**src/pil_pkg.sv**
```systemverilog
// Shared constants for the PCS power, isolate and loopback controller
package pil_pkg;
  localparam int          ADDR_W          = 5;
  localparam int          REG_W           = 16;
  localparam int          CODE_W          = 10;
  localparam int          VEC_W           = 5;
  // Management register addresses
  localparam logic [4:0]  ADDR_CTRL       = 5'h00;
  localparam logic [4:0]  ADDR_ADV        = 5'h04;
  localparam logic [4:0]  ADDR_STD        = 5'h11;
  // Control register 0 field positions
  localparam int          CTRL_RESET_BIT  = 15;
  localparam int          CTRL_LOOP_BIT   = 14;
  localparam int          CTRL_ANEG_BIT   = 12;
  localparam int          CTRL_PDOWN_BIT  = 11;
  localparam int          CTRL_ISO_BIT    = 10;
  // Standard select register field
  localparam int          STD_SGMII_BIT   = 0;
  // Static configuration vector field positions
  localparam int          VEC_LOOP_BIT    = 1;
  localparam int          VEC_PDOWN_BIT   = 2;
  localparam int          VEC_ISO_BIT     = 3;
  localparam int          VEC_ANEG_BIT    = 4;
  // Reset values
  localparam logic        RST_LOOP        = 1'b0;
  localparam logic        RST_PDOWN       = 1'b0;
  localparam logic        RST_ISO         = 1'b1;
  localparam logic        RST_ANEG        = 1'b1;
  localparam logic [15:0] RST_ADV         = 16'h0020;
  localparam logic [1:0]  XCVR_LOOP_OFF   = 2'b00;
  // Idle ordered set: comma then data code group
  localparam logic [9:0]  IDLE_COMMA      = 10'h0FA;
  localparam logic [9:0]  IDLE_DATA       = 10'h245;
endpackage

```
**src/pil_stream_if.sv**
```systemverilog
// Valid/ready stream carrier between the controller and its buffer
`timescale 1ns/10ps
interface pil_stream_if #(
  parameter int W = 10
);
  logic         valid;
  logic         ready;
  logic [W-1:0] data;

  modport src (output valid, output data, input ready);
  modport snk (input valid, input data, output ready);
endinterface
```
**src/pil_ctrl.sv**
```systemverilog
// PCS power-down, isolate, loopback and standard select controller
`timescale 1ns/10ps
module pil_ctrl
  import pil_pkg::*;
#(
  parameter bit MGMT_EN   = 1'b1,
  parameter bit TBI_MODE  = 1'b0,
  parameter bit DUAL_STD  = 1'b1,
  parameter bit DEF_SGMII = 1'b0
) (
  input  wire logic              i_clk,
  input  wire logic              i_rst_n,
  input  wire logic              i_mgmt_wr,
  input  wire logic [ADDR_W-1:0] i_mgmt_addr,
  input  wire logic [REG_W-1:0]  i_mgmt_wdata,
  input  wire logic              i_cfg_load,
  input  wire logic [REG_W-1:0]  i_cfg_reg0,
  input  wire logic [REG_W-1:0]  i_cfg_reg4,
  input  wire logic [VEC_W-1:0]  i_cfg_vec,
  input  wire logic [CODE_W-1:0] i_tx_data,
  input  wire logic              i_tx_valid,
  output logic                   o_tx_ready,
  input  wire logic [CODE_W-1:0] i_xcvr_rx_data,
  input  wire logic              i_xcvr_rx_valid,
  output logic [CODE_W-1:0]      o_xcvr_tx_data,
  output logic [1:0]             o_xcvr_loopback,
  output logic                   o_xcvr_powerdown,
  output logic                   o_ewrap,
  output logic [CODE_W-1:0]      o_rx_data,
  output logic                   o_rx_valid,
  input  wire logic              i_rx_ready,
  output logic                   o_isolate,
  output logic                   o_loopback,
  output logic                   o_sgmii_mode,
  output logic                   o_an_enable,
  output logic [REG_W-1:0]       o_an_adv,
  output logic                   o_rx_overflow,
  output logic                   o_core_reset
);
  // Control register state
  logic             loop_en;
  logic             pdown;
  logic             iso;
  logic             aneg;
  logic [REG_W-1:0] adv;
  logic             sgmii;
  logic             soft_rst;
  logic             ovf;
  logic             next_loop_en;
  logic             next_pdown;
  logic             next_iso;
  logic             next_aneg;
  logic [REG_W-1:0] next_adv;
  logic             next_sgmii;
  logic             next_soft_rst;
  logic             next_ovf;
  // Serial output state
  logic [CODE_W-1:0] ser;
  logic              idle_ph;
  logic              ewrap;
  logic [CODE_W-1:0] next_ser;
  logic              next_idle_ph;
  logic              next_ewrap;
  // Write decode and receive path control
  logic              wr_ctrl;
  logic              wr_adv;
  logic              wr_std;
  logic              cfg_ld;
  logic              loop_int;
  logic              rx_in_valid;
  logic              path_off;

  pil_stream_if #(.W(CODE_W)) rx_in ();
  pil_stream_if #(.W(CODE_W)) rx_out ();

  function automatic logic hit(input logic wr, input logic [ADDR_W-1:0] a,
                               input logic [ADDR_W-1:0] target);
    hit = wr && (a == target);
  endfunction

  assign wr_ctrl  = MGMT_EN && hit(i_mgmt_wr, i_mgmt_addr, ADDR_CTRL);
  assign wr_adv   = MGMT_EN && hit(i_mgmt_wr, i_mgmt_addr, ADDR_ADV);
  assign wr_std   = MGMT_EN && DUAL_STD && hit(i_mgmt_wr, i_mgmt_addr, ADDR_STD);
  assign cfg_ld   = MGMT_EN && i_cfg_load;
  assign loop_int = loop_en && !TBI_MODE;
  assign path_off = iso || pdown;

  always_comb begin
    next_loop_en  = loop_en;
    next_pdown    = pdown;
    next_iso      = iso;
    next_aneg     = aneg;
    next_adv      = adv;
    next_sgmii    = sgmii;
    next_soft_rst = 1'b0;
    if (MGMT_EN) begin
      // Vector load first, so a same-cycle management write wins
      if (cfg_ld) begin
        next_loop_en  = i_cfg_reg0[CTRL_LOOP_BIT];
        next_aneg     = i_cfg_reg0[CTRL_ANEG_BIT];
        next_pdown    = pdown | i_cfg_reg0[CTRL_PDOWN_BIT];
        next_iso      = i_cfg_reg0[CTRL_ISO_BIT];
        next_adv      = i_cfg_reg4;
        next_soft_rst = i_cfg_reg0[CTRL_RESET_BIT];
      end
      if (wr_ctrl) begin
        next_loop_en  = i_mgmt_wdata[CTRL_LOOP_BIT];
        next_aneg     = i_mgmt_wdata[CTRL_ANEG_BIT];
        // Power-down cannot be cleared by writing its bit; only the soft reset or the reset port clears it
        next_pdown    = pdown | i_mgmt_wdata[CTRL_PDOWN_BIT];
        next_iso      = i_mgmt_wdata[CTRL_ISO_BIT];
        next_soft_rst = i_mgmt_wdata[CTRL_RESET_BIT];
      end
      if (wr_adv) begin
        next_adv = i_mgmt_wdata;
      end
      if (wr_std) begin
        next_sgmii = i_mgmt_wdata[STD_SGMII_BIT];
      end
      if (soft_rst) begin
        next_loop_en = RST_LOOP;
        next_pdown   = RST_PDOWN;
        next_iso     = RST_ISO;
        next_aneg    = RST_ANEG;
        next_adv     = RST_ADV;
        next_sgmii   = DEF_SGMII;
      end
    end else begin
      next_loop_en = i_cfg_vec[VEC_LOOP_BIT];
      next_iso     = i_cfg_vec[VEC_ISO_BIT];
      next_aneg    = i_cfg_vec[VEC_ANEG_BIT];
      // Sticky until the reset port
      next_pdown   = pdown | i_cfg_vec[VEC_PDOWN_BIT];
    end
    // Overflow set wins over the clear by core reset
    next_ovf = (rx_in_valid && !rx_in.ready) || (ovf && !soft_rst);
  end

  always_ff @(posedge i_clk or negedge i_rst_n) begin
    if (!i_rst_n) begin
      loop_en  <= RST_LOOP;
      pdown    <= RST_PDOWN;
      iso      <= RST_ISO;
      aneg     <= RST_ANEG;
      adv      <= RST_ADV;
      sgmii    <= DEF_SGMII;
      soft_rst <= 1'b0;
      ovf      <= 1'b0;
    end else begin
      loop_en  <= next_loop_en;
      pdown    <= next_pdown;
      iso      <= next_iso;
      aneg     <= next_aneg;
      adv      <= next_adv;
      sgmii    <= next_sgmii;
      soft_rst <= next_soft_rst;
      ovf      <= next_ovf;
    end
  end

  // Receive source: wrapped transmit data or the transceiver
  assign rx_in_valid = !path_off && (loop_int ? i_tx_valid : i_xcvr_rx_valid);
  assign rx_in.valid = rx_in_valid;
  assign rx_in.data  = loop_int ? i_tx_data : i_xcvr_rx_data;

  pil_skid_buf #(.W(CODE_W)) u_buf (
    .i_clk   (i_clk),
    .i_rst_n (i_rst_n),
    .i_flush (path_off || soft_rst),
    .s_in    (rx_in),
    .s_out   (rx_out)
  );
  assign rx_out.ready = i_rx_ready;

  always_comb begin
    next_idle_ph = ~idle_ph;
    next_ewrap   = loop_en && TBI_MODE;
    if (path_off || loop_int) begin
      next_ser = idle_ph ? IDLE_DATA : IDLE_COMMA;
    end else begin
      next_ser = i_tx_data;
    end
  end

  always_ff @(posedge i_clk or negedge i_rst_n) begin
    if (!i_rst_n) begin
      ser     <= IDLE_COMMA;
      idle_ph <= 1'b0;
      ewrap   <= 1'b0;
    end else begin
      ser     <= next_ser;
      idle_ph <= next_idle_ph;
      ewrap   <= next_ewrap;
    end
  end

  assign o_tx_ready       = rx_in.ready;
  assign o_rx_data        = rx_out.data;
  assign o_rx_valid       = rx_out.valid;
  assign o_xcvr_tx_data   = ser;
  assign o_xcvr_loopback  = XCVR_LOOP_OFF;
  assign o_xcvr_powerdown = pdown;
  assign o_ewrap          = ewrap;
  assign o_isolate        = iso;
  assign o_loopback       = loop_en;
  assign o_sgmii_mode     = sgmii;
  assign o_an_enable      = aneg;
  assign o_an_adv         = adv;
  assign o_rx_overflow    = ovf;
  assign o_core_reset     = soft_rst;
endmodule

```
**src/pil_skid_buf.sv**
```systemverilog
// Two-entry buffer with registered ready and registered outputs
`timescale 1ns/10ps
module pil_skid_buf
  import pil_pkg::*;
#(
  parameter int W = CODE_W
) (
  input  wire logic  i_clk,
  input  wire logic  i_rst_n,
  input  wire logic  i_flush,
  pil_stream_if.snk  s_in,
  pil_stream_if.src  s_out
);
  logic         head_valid;
  logic         skid_valid;
  logic [W-1:0] head;
  logic [W-1:0] skid;
  logic         next_head_valid;
  logic         next_skid_valid;
  logic [W-1:0] next_head;
  logic [W-1:0] next_skid;
  logic         push;
  logic         pop;

  assign push         = s_in.valid & ~skid_valid;
  assign pop          = head_valid & s_out.ready;
  assign s_in.ready   = ~skid_valid;
  assign s_out.valid  = head_valid;
  assign s_out.data   = head;

  always_comb begin
    next_head_valid = head_valid;
    next_skid_valid = skid_valid;
    next_head       = head;
    next_skid       = skid;
    if (pop && skid_valid) begin
      next_head       = skid;
      next_skid_valid = 1'b0;
    end else if (pop) begin
      next_head_valid = push;
      next_head       = s_in.data;
    end else if (push && !head_valid) begin
      next_head_valid = 1'b1;
      next_head       = s_in.data;
    end else if (push) begin
      next_skid_valid = 1'b1;
      next_skid       = s_in.data;
    end
    if (i_flush) begin
      next_head_valid = 1'b0;
      next_skid_valid = 1'b0;
    end
  end

  always_ff @(posedge i_clk or negedge i_rst_n) begin
    if (!i_rst_n) begin
      head_valid <= 1'b0;
      skid_valid <= 1'b0;
      head       <= '0;
      skid       <= '0;
    end else begin
      head_valid <= next_head_valid;
      skid_valid <= next_skid_valid;
      head       <= next_head;
      skid       <= next_skid;
    end
  end
endmodule

```
**config.mk**
```make
export PLATFORM = sky130hd
export DESIGN_NAME = pil_ctrl
export DESIGN_NICKNAME = d
export VERILOG_FILES = /design/src/pil_pkg.sv /design/src/pil_stream_if.sv /design/src/pil_ctrl.sv /design/src/pil_skid_buf.sv
export SDC_FILE = /design/constraint.sdc
export NUM_CORES = 1
export LEC_CHECK = 0
export BUFFER_PORTS_ARGS = -buffer_cell sky130_fd_sc_hd__buf_2
export CORE_ASPECT_RATIO = 1.4
export CORE_MARGIN = 5
export CORE_UTILIZATION = 51
export CTS_BUF_LIST = sky130_fd_sc_hd__clkbuf_2 sky130_fd_sc_hd__clkbuf_4 sky130_fd_sc_hd__clkbuf_8
export DETAILED_ROUTE_END_ITERATION = 10
export PLACE_DENSITY = 0.9
export RECOVER_POWER = 100
export SLEW_MARGIN = 20
export SYNTH_ARGS = -nofsm -noshare
export SYNTH_HDL_FRONTEND = slang
export SYNTH_SLANG_ARGS = --single-unit
export TNS_END_PERCENT = 5
```
**constraint.sdc**
```tcl
create_clock -name i_clk -period 4.8 [get_ports i_clk]
set_input_delay 0.96 -clock i_clk [delete_from_list [all_inputs] [get_ports i_clk]]
set_output_delay 0.96 -clock i_clk [all_outputs]
set_load 0.1 [all_outputs]
```
### After elaboration in Yosys (flattened, before gate mapping)

Index checks and enable logic that the tools add are counted.

* bits of input ports: 85
* word-level logic and storage cells: 88
* register bits after elaboration: 56
* output and inout port bits: 48

* equality and inequality tests: 5
* bitwise gates (word level): 9
* multiplexer cells: 35
* reduce and logical (&&, ||, !) cells: 25

Operators with widths (number)
* $mux 10: 6
* $mux 16: 3
* $mux 1: 26
* $reduce_bool 3->1: 5
* $logic_and 1x1->1: 8
* $eq 5x3->1 const B: 1
* $eq 5x5->1 const B: 1
* $logic_not 5->1: 1
* $not 1->1: 5
* $logic_or 1x1->1: 4
* $reduce_and 4->1: 1
* $logic_not 1->1: 3
* $ne 3x1->1 const B: 1
* $ne 3x2->1 const B: 1
* $reduce_and 3->1: 1
* $and 1x1->1: 2
* $ne 2x1->1 const B: 1
* $or 1x1->1: 2
* $reduce_and 2->1: 1
* $reduce_bool 2->1: 1

### Depth between registers and ports, before layout

Gate-level depths: netlist of the first run.

* depth after elaboration: 9
* depth in mapped cells: 6
* mapped depth without buffers: 3

### Cells and area by module

A second synthesis of the first run with hierarchy kept.

* cells, all modules: 230
* area total of the unflattened synthesis: 2821.5 sq um

Modules (own cells, without submodules)
* pil_ctrl: area each 1824.2 sq um, instances 1, cells an instance 162, seq. area each 862.1 sq um
* pil_skid_buf: area each 997.2 sq um, instances 1, cells an instance 68, seq. area each 550.5 sq um

### Worst setup path before layout of the first run

No wires, ideal clock.

* path type: reg2reg
* start point: reg loop_en (netlist: o_loopback)
* end point: reg u_buf.skid[0]
* data arrival time: 2.289 ns
* clock period less this slack: 2.414 ns
* setup slack: 2.386 ns
* required time: 4.675 ns
* stages on the path, launching flop included: 5
* library setup time: 0.125 ns
* buffers on the path: 1
* cells stage by stage: dfrtp_1 -> mux2i_1 -> or4_4 -> buf_6 -> mux2_4

* word-level cells in the longest chain between the ends: 6
* elaborated cells between the ends (all ways): 7
* those cells by class: 2 x mux; 2 x bitwise; 3 x reduce/logical

RTL lines
* from (decl): line pil_ctrl.sv:41 `logic loop_en;`
* from (signal assigned): line pil_ctrl.sv:150 `loop_en <= next_loop_en;`
* $mux 1: line pil_ctrl.sv:162 `assign rx_in_valid = !path_off && (loop_int ? i_tx_valid : i_xcvr_rx_valid);`
* $logic_and 1x1->1: line pil_ctrl.sv:162
* $and 1x1->1: line pil_skid_buf.sv:25 `assign push = s_in.valid & ~skid_valid;`
* $logic_and 1x1->1: line pil_skid_buf.sv:42 `end else if (push && !head_valid) begin`
* $not 1->1 (no source line)
* $reduce_and 4->1 (no source line)
* to (signal assigned): line pil_skid_buf.sv:65 `skid <= next_skid;`
* to (decl): line pil_skid_buf.sv:17 `logic [W-1:0] skid;`

Parallel ways exist; a longest one is shown, timed or not.
A chain may end at the register's enable or synchronous reset.

### Worst setup path after layout of the first run

* start point: reg loop_en (netlist: o_loopback)
* end point: reg u_buf.head[7] (netlist: u_buf.s_out.data[7])

* word-level cells in the longest chain between the ends: 5
* elaborated cells between the ends (all ways): 9
* those cells by class: 5 x mux; 1 x bitwise; 3 x reduce/logical

RTL lines
* $mux 1: line pil_ctrl.sv:162
* $logic_and 1x1->1: line pil_ctrl.sv:162
* $and 1x1->1: line pil_skid_buf.sv:25
* $logic_and 1x1->1: line pil_skid_buf.sv:42
* $reduce_bool 3->1 (no source line)
* to (signal assigned): line pil_skid_buf.sv:64 `head <= next_head;`
* to (decl): line pil_skid_buf.sv:16 `logic [W-1:0] head;`

Parallel ways exist; a longest one is shown, timed or not. The select of a mux whose other input is x is not followed.

==> out/summary.txt, run 1 <==
placeable core area -> 0.00524 sq mm
dpl hpwl -> 5140 um
Rel. slew slack -> -0.416
area of the die -> 0.00700 sq mm
final setup margin -> 1.53 ns
Req. time, crit path -> 5.00 ns
WP data arrival -> 3.47 ns
fin cells -> 399
gp weighted congestion -> 0.717
postcts setup bufs -> 0
gr ovfl total -> 0
cts hold-fix bufs -> 0
met3 WL post-DR -> 583 um
final setup violation count -> 0
DRT antenna net count -> 0
initial antenna violation count -> 0
clk_skew -> 0.00470 ns
sequential cell area fraction in the yosys report -> 0.512
DR vias/cell -> 5.41
fin util -> 0.633
most frequent cells in the layout -> 66 x buf_2, 47 x dfrtp_1, 47 x clkbuf_1, 29 x mux2_2, 21 x nor3_1
synthesized flop and latch total -> 56
post-cts sizing count -> 0
Clock Latency Late Sink -> 0.31 ns
total power -> 1.52 mW
post-synth top area share -> 0.426
vias in the first global route -> 2295
Residual DRC -> 0
CTS H-tree depth -> 2
Synth cell types -> 37
Final Net Count -> 417
commonest non-fill, non-tap cell in the layout -> buf_2
clk buf depth -> 2
Reg clk slew, reported paths -> 0.10 ns
Crit. End Element -> flop
HP Class -> flop to flop
max-slew violation count -> 11
Detailed Routing Iterations Pass 1 -> 4
CP Launch Type -> flop
Sink Count -> 56
Initial DRC Count -> 99
Worst-Margin Slew -> 2.10 ns
top post-synthesis cells by area -> dfrtp_1 43%, mux2_2 13%, dfstp_2 8.6%, mux2i_1 6.2%, mux2_4 4.9%
final hold slack -> 0.426 ns
Final Hold Viols -> 0
Die X -> 72.2 um
f_max -> 0.306 GHz
Worst VDD drop -> 0.194 mV
final antenna diode count -> 0
syn_area_per_cell -> 12.0 sq um
root buffer cell -> clkbuf_8
clock buffer count from CTS -> 5
Max Cap Viol -> 1
pwr/cell area -> 458 mW/mm^2
largest net degree at the start of global routing -> 57
io pins -> 133
Area Overhead vs Synth -> 20.1%
Die Y -> 97.0 um
Placement Setup Slack -> 2.22 ns
violated checks -> capacitance limit, slew limit
Synth Instances -> 229
area leader, netlist -> dfrtp_1
Metal-1 WL -> 2570 um
Setup TNS -> 0 ns
fillcell total -> 473
first-pass GRT wire length -> 11100 um
placed cells -> 391
share of layout cells above drive strength 1 -> 0.354
row count -> 31
status -> complete, but fails checks
Routed WL -> 6760 um
all-layer global routing usage -> 0.197
RSZ-0062 raised after global routing -> no
CTS tree -> built
Wirelength per Cell -> 17.0 um
critical path class -> flop to flop
Placed Area -> 0.00333 sq mm
Highest Signal Layer -> met4
Initial Utilization -> 0.527
Post-Syn Area -> 0.00276 sq mm
min Tclk post-route -> 3.27 ns
crit path max fanout -> 15
Leak -> 1.50 nW
DR vias -> 2160
PortBufs -> 113
Final period util -> 0.682
Syn. warnings -> 0
fin area -> 0.00331 sq mm
Met2 Wirelength -> 3560 um
layout make-up:
class,count,area [sq um],share of cell area
sequential,56,1410,0.426
multi-input combinational,149,1180,0.358
timing repair buffer,115,522,0.157
tap,66,82.6,0.0249
clock buffer,6,76.3,0.0230
inverter,5,18.8,0.00566
clock inverter,2,16.3,0.00491
power breakdown:
part / leakage (nW) / switching, mW / internal (mW) / total (mW)
logic: 0.753 / 0.558 / 0.113 / 0.671
registers: 0.697 / 0.0408 / 0.540 / 0.581
clock network: 0.0448 / 0.155 / 0.110 / 0.265
critical path, cell delays in order (launching register included):
cell and delay [ns]:
dfrtp_1 0.75, mux2i_1 0.28, o41ai_1 1.68, mux2_2 0.45
final timing paths:
check,start,end,slack [ns],depth (start not counted)
max in group asynchronous,i_rst_n,o_an_adv[6],3.55,2
worst min-delay path,idle_ph,idle_ph,0.43,1
min in group asynchronous,i_rst_n,u_buf.skid[6],0.77,2
worst max register to register,o_loopback,u_buf.s_out.data[7],1.53,3
worst min register to register,idle_ph,idle_ph,0.43,1
worst max-delay path,o_loopback,u_buf.s_out.data[7],1.53,3
kinds of logic (layout without fill, tap and decap cells):
logic type | Yosys count | count (layout) | share of synthesized area
AO/OA/AOI/OAI | 38 | 38 | 0.105
buffers and inverters | 26 | 128 | 0.0431
flip-flops | 56 | 56 | 0.512
multiplexers | 57 | 57 | 0.237
other | 1 | 3 | 0.00136
AND/OR/NAND/NOR | 51 | 51 | 0.102
layer usage:
layer / GRT usage / up-vias
li1: - / 1030
met1: 0.233 / 1033
met2: 0.349 / 91
met3: 0.0539 / 6
met4: 0.0420 / 0
met5: 0 / -
synthesized netlist by cell type:
| cell | count |
|---|---|
| a221oi_1 | 3 |
| clkbuf_1 | 14 |
| buf_2 | 2 |
| inv_1 | 5 |
| buf_1 | 1 |
| and2_1 | 1 |
| o21ai_0 | 5 |
| nand3b_1 | 1 |
| buf_6 | 1 |
| nand2b_1 | 2 |
| o41ai_4 | 1 |
| mux2i_1 | 17 |
| o211ai_1 | 2 |
| dfstp_2 | 9 |
| or4b_2 | 1 |
| mux2_2 | 31 |
| nand2_1 | 10 |
| mux2_4 | 9 |
| a21oi_1 | 3 |
| nand3_1 | 2 |
| or2_0 | 1 |
| or3_1 | 2 |
| o32ai_1 | 1 |
| o21a_1 | 6 |
| or2_2 | 2 |
| nand4bb_1 | 1 |
| nor2_1 | 1 |
| a31oi_1 | 1 |
| or4_4 | 1 |
| a211oi_1 | 16 |
| nor2b_1 | 3 |
| conb_1 | 1 |
| nand4_1 | 1 |
| nor4b_1 | 1 |
| buf_4 | 3 |
| nor3_1 | 21 |
| dfrtp_1 | 47 |
flip-flops by register name (all words and copies together), names as in the netlist, 10 cells and up:
signal and count:
o_an_adv 16, o_xcvr_tx_data 10, u_buf.s_out.data 10, u_buf.skid 10
Note: power is estimated with default switching activity, not from simulation.
==> run 2, diff against run 1 <==
--- a/config.mk
+++ b/config.mk
@@ -5,13 +5,14 @@
 export SDC_FILE = /design/constraint.sdc
 export NUM_CORES = 1
 export LEC_CHECK = 0
+export ABC_AREA = 1
 export BUFFER_PORTS_ARGS = -buffer_cell sky130_fd_sc_hd__buf_2
 export CORE_ASPECT_RATIO = 1.4
 export CORE_MARGIN = 5
-export CORE_UTILIZATION = 51
+export CORE_UTILIZATION = 43
 export CTS_BUF_LIST = sky130_fd_sc_hd__clkbuf_2 sky130_fd_sc_hd__clkbuf_4 sky130_fd_sc_hd__clkbuf_8
 export DETAILED_ROUTE_END_ITERATION = 10
-export PLACE_DENSITY = 0.9
+export PLACE_DENSITY = 0.81
 export RECOVER_POWER = 100
 export SLEW_MARGIN = 20
 export SYNTH_ARGS = -nofsm -noshare
==> constraint.sdc (replaced) <==
create_clock -name i_clk -period 2.67 [get_ports i_clk]
set_input_delay 0.534 -clock i_clk [delete_from_list [all_inputs] [get_ports i_clk]]
set_output_delay 0.534 -clock i_clk [all_outputs]
set_load 0.1 [all_outputs]
==> out/summary.txt, run 2 <==
status -> complete, no violations (was complete, but fails checks)
Sink Count -> 56 (unchanged)
Top delay family on crit path -> buffers and inverters (was compound AO/OA/AOI/OAI gates)
gp weighted congestion -> 0.845 (was 0.717)
syn_area_per_cell -> 7.36 sq um (was 12.0 sq um)
EDFF count, synth -> 0 (unchanged)
initial antenna violation count -> 0 (unchanged)
Initial DRC Count -> 140 (was 99)
placed cells -> 555 (was 391)
Worst-Margin Slew -> 1.21 ns (was 2.10 ns)
Setup TNS -> 0 ns (unchanged)
number of flip-flops in the largest register -> 16 (unchanged)
largest net degree at the start of global routing -> 23 (was 57)
sequential cell area fraction in the yosys report -> 0.506 (was 0.512)
Leak -> 1.92 nW (was 1.50 nW)
commonest non-fill, non-tap cell in the layout -> nand2_1 (was buf_2)
CTS H-tree depth -> 2 (unchanged)
clock buffer count from CTS -> 5 (unchanged)
Post-Syn Area -> 0.00279 sq mm (was 0.00276 sq mm)
Worst VDD drop -> 0.726 mV (was 0.194 mV)
Slowest-stage cell, CP -> clkbuf_1 (was o41ai_1)
R2R depth -> 9 (was 3)
PortBufs -> 113 (unchanged)
DR vias/cell -> 4.79 (was 5.41)
DR vias -> 2698 (was 2160)
WP data arrival -> 1.74 ns (was 3.47 ns)
synthesized flop and latch total -> 56 (unchanged)
post-synth top area share -> 0.422 (was 0.426)
RSZ-0062 raised after global routing -> no (unchanged)
CP Launch Type -> flop (unchanged)
first-pass GRT wire length -> 11600 um (was 11100 um)
CTS tree -> built (unchanged)
Crit. End Element -> primary output (was flop)
dpl hpwl -> 5570 um (was 5140 um)
final hold slack -> 0.375 ns (was 0.426 ns)
Rel. slew slack -> 0.199 (was -0.416)
vias in the first global route -> 2614 (was 2295)
Final Hold Viols -> 0 (unchanged)
Final Net Count -> 575 (was 417)
Syn. warnings -> 0 (unchanged)
Clock Latency Late Sink -> 0.30 ns (was 0.31 ns)
Area Overhead vs Synth -> 21.9% (was 20.1%)
cts hold-fix bufs -> 0 (unchanged)
Max Cap Viol -> 0 (was 1)
Wirelength per Cell -> 12.5 um (was 17.0 um)
placeable core area -> 0.00625 sq mm (was 0.00524 sq mm)
DRT antenna net count -> 0 (unchanged)
Crit path largest cell delay -> 0.91 ns (was 1.68 ns)
final setup violation count -> 0 (unchanged)
Residual DRC -> 0 (unchanged)
fin cells -> 563 (was 399)
postcts setup bufs -> 0 (unchanged)
Synth Instances -> 379 (was 229)
post-cts sizing count -> 0 (unchanged)
clk_skew -> 0.00678 ns (was 0.00470 ns)
min Tclk post-route -> 2.28 ns
gr ovfl total -> 0 (unchanged)
root buffer cell -> clkbuf_8 (unchanged)
pwr/cell area -> 818 mW/mm^2 (was 458 mW/mm^2)
area of the die -> 0.00822 sq mm (was 0.00700 sq mm)
Die Y -> 105 um (was 97.0 um)
f_max -> 0.439 GHz
Req. time, crit path -> 2.14 ns (was 5.00 ns)
crit path max fanout -> 5 (was 15)
Crit path depth -> 1 (was 3)
max-slew violation count -> 0 (was 11)
critical-path cell list -> clkbuf_1 (was mux2i_1 -> o41ai_1 -> mux2_2)
most frequent cells in the layout -> 216 x nand2_1, 66 x buf_2, 48 x clkbuf_1, 47 x dfrtp_1 (was 66 x buf_2, 47 x dfrtp_1, 47 x clkbuf_1, 29 x mux2_2, 21 x nor3_1)
Reg clk slew, reported paths -> 0.10 ns (about the same)
clk buf depth -> 2 (unchanged)
Commonest cells post-synth -> 216 x nand2_1, 47 x dfrtp_1, 23 x o21ai_0 (was 47 x dfrtp_1, 31 x mux2_2, 21 x nor3_1)
Initial Utilization -> 0.446 (was 0.527)
row count -> 34 (was 31)
Final period util -> 0.853
async set-reset flop share out of synthesis -> 1.00 (unchanged)
top post-synthesis cells by area -> dfrtp_1 42%, nand2_1 29%, dfstp_2 8.5%, o21ai_0 4.1%, inv_1 2.8% (was dfrtp_1 43%, mux2_2 13%, dfstp_2 8.6%, mux2i_1 6.2%, mux2_4 4.9%)
area leader, netlist -> dfrtp_1 (unchanged)
share of layout cells above drive strength 1 -> 0.189 (was 0.354)
top_reg_cell synth -> dfrtp_1 (unchanged)
Detailed Routing Iterations Pass 1 -> 4 (unchanged)
final antenna diode count -> 0 (unchanged)
most common cell in the synthesized netlist -> nand2_1 (was dfrtp_1)
HP Class -> primary input to async pin (was flop to flop)
all-layer global routing usage -> 0.171 (was 0.197)
critical path class -> flop to primary output (was flop to flop)
crit path buf inv count -> 1 (was 0)
io pins -> 133 (unchanged)
Routed WL -> 7050 um (was 6760 um)
Die X -> 78.1 um (was 72.2 um)
Synth cell types -> 24 (was 37)
==> run 2: cell count changes after synthesis, moves of 9 or more <==
cell | before | now
nand2_1 | 10 | 216
nor2_1 | 1 | 15
clkbuf_1 | 14 | 2
mux2_4 | 9 | 0
nor3_1 | 21 | 1
mux2i_1 | 17 | 0
mux2_2 | 31 | 0
inv_1 | 5 | 21
a211oi_1 | 16 | 0
o21ai_0 | 5 | 23
==> run 2: final timing paths <==
path,startpoint,endpoint,slack (ns)
max in group asynchronous,i_rst_n,o_an_adv[0],0.83
worst max-delay path,o_core_reset,o_core_reset,0.39
worst min-delay path,i_rst_n,u_buf.skid[7],0.38
worst max register to register,o_loopback,u_buf.s_out.data[9],0.60
min in group i_clk,i_tx_data[5],o_xcvr_tx_data[5],0.43
worst min register to register,idle_ph,idle_ph,0.46
==> run 2: layout make-up <==
cell class / instances / area [sq um]
Clock buffer: 6 / 76.3
Multi-Input combinational cell: 285 / 1190
Fill cell: 618 / 2850
Tap cell: 72 / 90.1
Inverter: 26 / 97.6
Timing Repair Buffer: 116 / 523
Sequential cell: 56 / 1410
Clock inverter: 2 / 12.5
==> run 2: logic make-up after synthesis <==
family          Yosys count  share of synthesized area
simple gates            256                      0.381
compound gates           26                     0.0466
buf+inv                  40                     0.0650
flops                    56                      0.506
other cells               1                    0.00134
==> run 2: per-layer routing <==
| layer | vias up | routed length (um) | GRT usage |
|---|---|---|---|
| met5 | - | 0 | 0 |
| met4 | 0 | 130 | 0.0580 |
| met3 | 10 | 540 | 0.0444 |
| met2 | 98 | 3580 | 0.306 |
| met1 | 1220 | 2800 | 0.195 |
| li1 | 1370 | - | - |
==> run 2: where the power goes <==
part | internal, mW | switching [mW]
logic | 0.163 | 1.11
clock network | 0.194 | 0.268
registers | 0.979 | 0.0691
total | 1.34 | 1.45
==> run 2: per-stage QoR <==
step	util	power (mW)	worst slack, ns	cell area [sq um]
2_1_floorplan	-	2.13	0.811	2800
3_3_place_gp	0.542	2.37	0.794	3390
3_5_place_dp	0.542	2.38	0.761	3390
4_1_cts	0.557	2.84	0.657	3480
5_1_grt	0.544	2.92	0.326	3400
6_report	0.544	2.78	0.393	3400
==> run 3, diff against run 2 <==
--- a/config.mk
+++ b/config.mk
@@ -9,10 +9,10 @@
 export BUFFER_PORTS_ARGS = -buffer_cell sky130_fd_sc_hd__buf_2
 export CORE_ASPECT_RATIO = 1.4
 export CORE_MARGIN = 5
-export CORE_UTILIZATION = 43
+export CORE_UTILIZATION = 52
 export CTS_BUF_LIST = sky130_fd_sc_hd__clkbuf_2 sky130_fd_sc_hd__clkbuf_4 sky130_fd_sc_hd__clkbuf_8
 export DETAILED_ROUTE_END_ITERATION = 10
-export PLACE_DENSITY = 0.81
+export PLACE_DENSITY = 0.91
 export RECOVER_POWER = 100
 export SLEW_MARGIN = 20
 export SYNTH_ARGS = -nofsm -noshare
==> constraint.sdc (replaced) <==
create_clock -name i_clk -period 2.8 [get_ports i_clk]
set_input_delay 0.56 -clock i_clk [delete_from_list [all_inputs] [get_ports i_clk]]
set_output_delay 0.56 -clock i_clk [all_outputs]
set_load 0.1 [all_outputs]
==> out/summary.txt, run 3 (synthesis gave the netlist of run 2 again) <==
min Tclk post-route -> 2.31 ns
Setup TNS -> 0 ns (unchanged)
row count -> 31 (was 34)
hold path depth -> 1
Slowest-stage cell, CP -> clkbuf_1 (unchanged)
Die X -> 71.9 um (was 78.1 um)
DR vias -> 2706 (was 2698)
clk_skew -> 0.0148 ns (was 0.00678 ns)
gr ovfl total -> 0 (unchanged)
post-cts sizing count -> 0 (unchanged)
Sink Count -> 56 (unchanged)
Die Y -> 96.7 um (was 105 um)
root buffer cell -> clkbuf_8 (unchanged)
Leak -> 1.91 nW (was 1.92 nW)
vias in the first global route -> 2739 (was 2614)
Detailed Routing Iterations Pass 1 -> 4 (unchanged)
crit path buf inv count -> 1 (unchanged)
largest net degree at the start of global routing -> 30 (was 23)
first-pass GRT wire length -> 11900 um (was 11600 um)
Area Overhead vs Synth -> 21.6% (was 21.9%)
Placement Setup Slack -> 0.915 ns (was 0.761 ns)
CTS tree -> built (unchanged)
cts hold-fix bufs -> 0 (unchanged)
Final Net Count -> 574 (was 575)
status -> complete, no violations (unchanged)
dpl hpwl -> 5560 um (was 5570 um)
share of layout cells above drive strength 1 -> 0.190 (was 0.189)
RSZ-0062 raised after global routing -> no (unchanged)
total power -> 2.66 mW (was 2.78 mW)
Reg clk slew, reported paths -> 0.10 ns (about the same)
Req. time, crit path -> 2.24 ns (was 2.14 ns)
io pins -> 133 (unchanged)
postcts setup bufs -> 0 (unchanged)
Initial DRC Count -> 123 (was 140)
most frequent cells in the layout -> 216 x nand2_1, 67 x buf_2, 47 x dfrtp_1, 47 x clkbuf_1, 24 x inv_1 (was 216 x nand2_1, 66 x buf_2, 48 x clkbuf_1, 47 x dfrtp_1)
critical path class -> flop to primary output (unchanged)
Routed WL -> 6980 um (was 7050 um)
Worst-Margin Slew -> 1.47 ns (was 1.21 ns)
placeable core area -> 0.00520 sq mm (was 0.00625 sq mm)
Crit path depth -> 1 (unchanged)
fillcell total -> 495 (was 618)
R2R depth -> 7 (was 9)
WP data arrival -> 1.75 ns (was 1.74 ns)
max-slew violation count -> 0 (unchanged)
Top delay family on crit path -> buffers and inverters (unchanged)
CTS H-tree depth -> 2 (unchanged)
HP Class -> flop to flop (was primary input to async pin)
gp weighted congestion -> 0.890 (was 0.845)
DR vias/cell -> 4.87 (was 4.79)
final setup violation count -> 0 (unchanged)
Residual DRC -> 0 (unchanged)
PortBufs -> 113 (unchanged)
Crit. End Element -> primary output (unchanged)
CP Launch Type -> flop (unchanged)
clk buf depth -> 2 (unchanged)
Final Hold Viols -> 0 (unchanged)
initial antenna violation count -> 0 (unchanged)
commonest non-fill, non-tap cell in the layout -> nand2_1 (unchanged)
final antenna diode count -> 0 (unchanged)
critical-path cell list -> clkbuf_1 (unchanged)
Crit path largest cell delay -> 0.89 ns (was 0.91 ns)
area of the multi-input gates -> 0.00119 sq mm (unchanged)
Worst VDD drop -> 0.432 mV (was 0.726 mV)
Final period util -> 0.824
Clock Latency Late Sink -> 0.31 ns (was 0.30 ns)
Initial Utilization -> 0.537 (was 0.446)
register area -> 0.00141 sq mm (unchanged)
DRT antenna net count -> 0 (unchanged)
pwr/cell area -> 783 mW/mm^2 (was 818 mW/mm^2)
Rel. slew slack -> 0.0215 (was 0.199)
area of the die -> 0.00695 sq mm (was 0.00822 sq mm)
number of flip-flops in the largest register -> 16 (unchanged)
crit path max fanout -> 3 (was 5)
Wirelength per Cell -> 12.5 um (about the same)
all-layer global routing usage -> 0.209 (was 0.171)
f_max -> 0.434 GHz
clock buffer count from CTS -> 5 (unchanged)
Max Cap Viol -> 0 (unchanged)
final setup margin -> 0.493 ns (was 0.393 ns)
## run 3: cell count changes in the layout (fill, tap and decap cells not counted), sizes merged
cell	change
inv	+1
clkinv	-1
clkinvlp	+1
clkbuf	-2
## run 3: layer usage
layer	share of wire	track usage	vias to the layer above	wire length (um)
met2	0.51	0.370	105	3560
met5	0	0	-	0
li1	-	-	1361	-
met3	0.087	0.0456	9	606
met4	0.015	0.0608	0	103
met1	0.39	0.248	1231	2710
## run 3: through the flow
step	utilization	instances	hold WS, ns	cell area [sq um]
3_5_place_dp	0.650	548	0.432	3380
6_report	0.653	556	0.454	3390
4_1_cts	0.668	556	0.254	3470
2_1_floorplan	-	381	0.264	2800
3_3_place_gp	0.650	548	0.421	3380
5_1_grt	0.653	556	0.449	3390
## run 3: path summary, 6_finish.rpt
| kind | start | endpoint | slack [ns] |
|---|---|---|---|
| min in group asynchronous | i_rst_n | u_buf.skid[0] | 0.58 |
| min reg2reg | idle_ph | idle_ph | 0.45 |
| max | o_isolate | o_isolate | 0.49 |
| max reg2reg | o_loopback | u_buf.skid[5] | 0.65 |
| max in group asynchronous | i_rst_n | u_buf.skid_valid | 0.81 |
| min | idle_ph | idle_ph | 0.45 |
## run 3: layout make-up
cell class / instances / area share
clock buffers: 5 / 0.0203
clock inverters: 3 / 0.00701
inverters: 26 / 0.0288
multi-input cells: 285 / 0.351
flip-flops and latches: 56 / 0.416
well taps: 66 / 0.0243
repair buffers: 115 / 0.152
## run 3: power by group
part           total [mW]  internal, mW  switching, mW
combinational        1.21         0.155           1.06
clock               0.447         0.178          0.269
sequential          0.997         0.933         0.0635
total                2.66          1.27           1.39
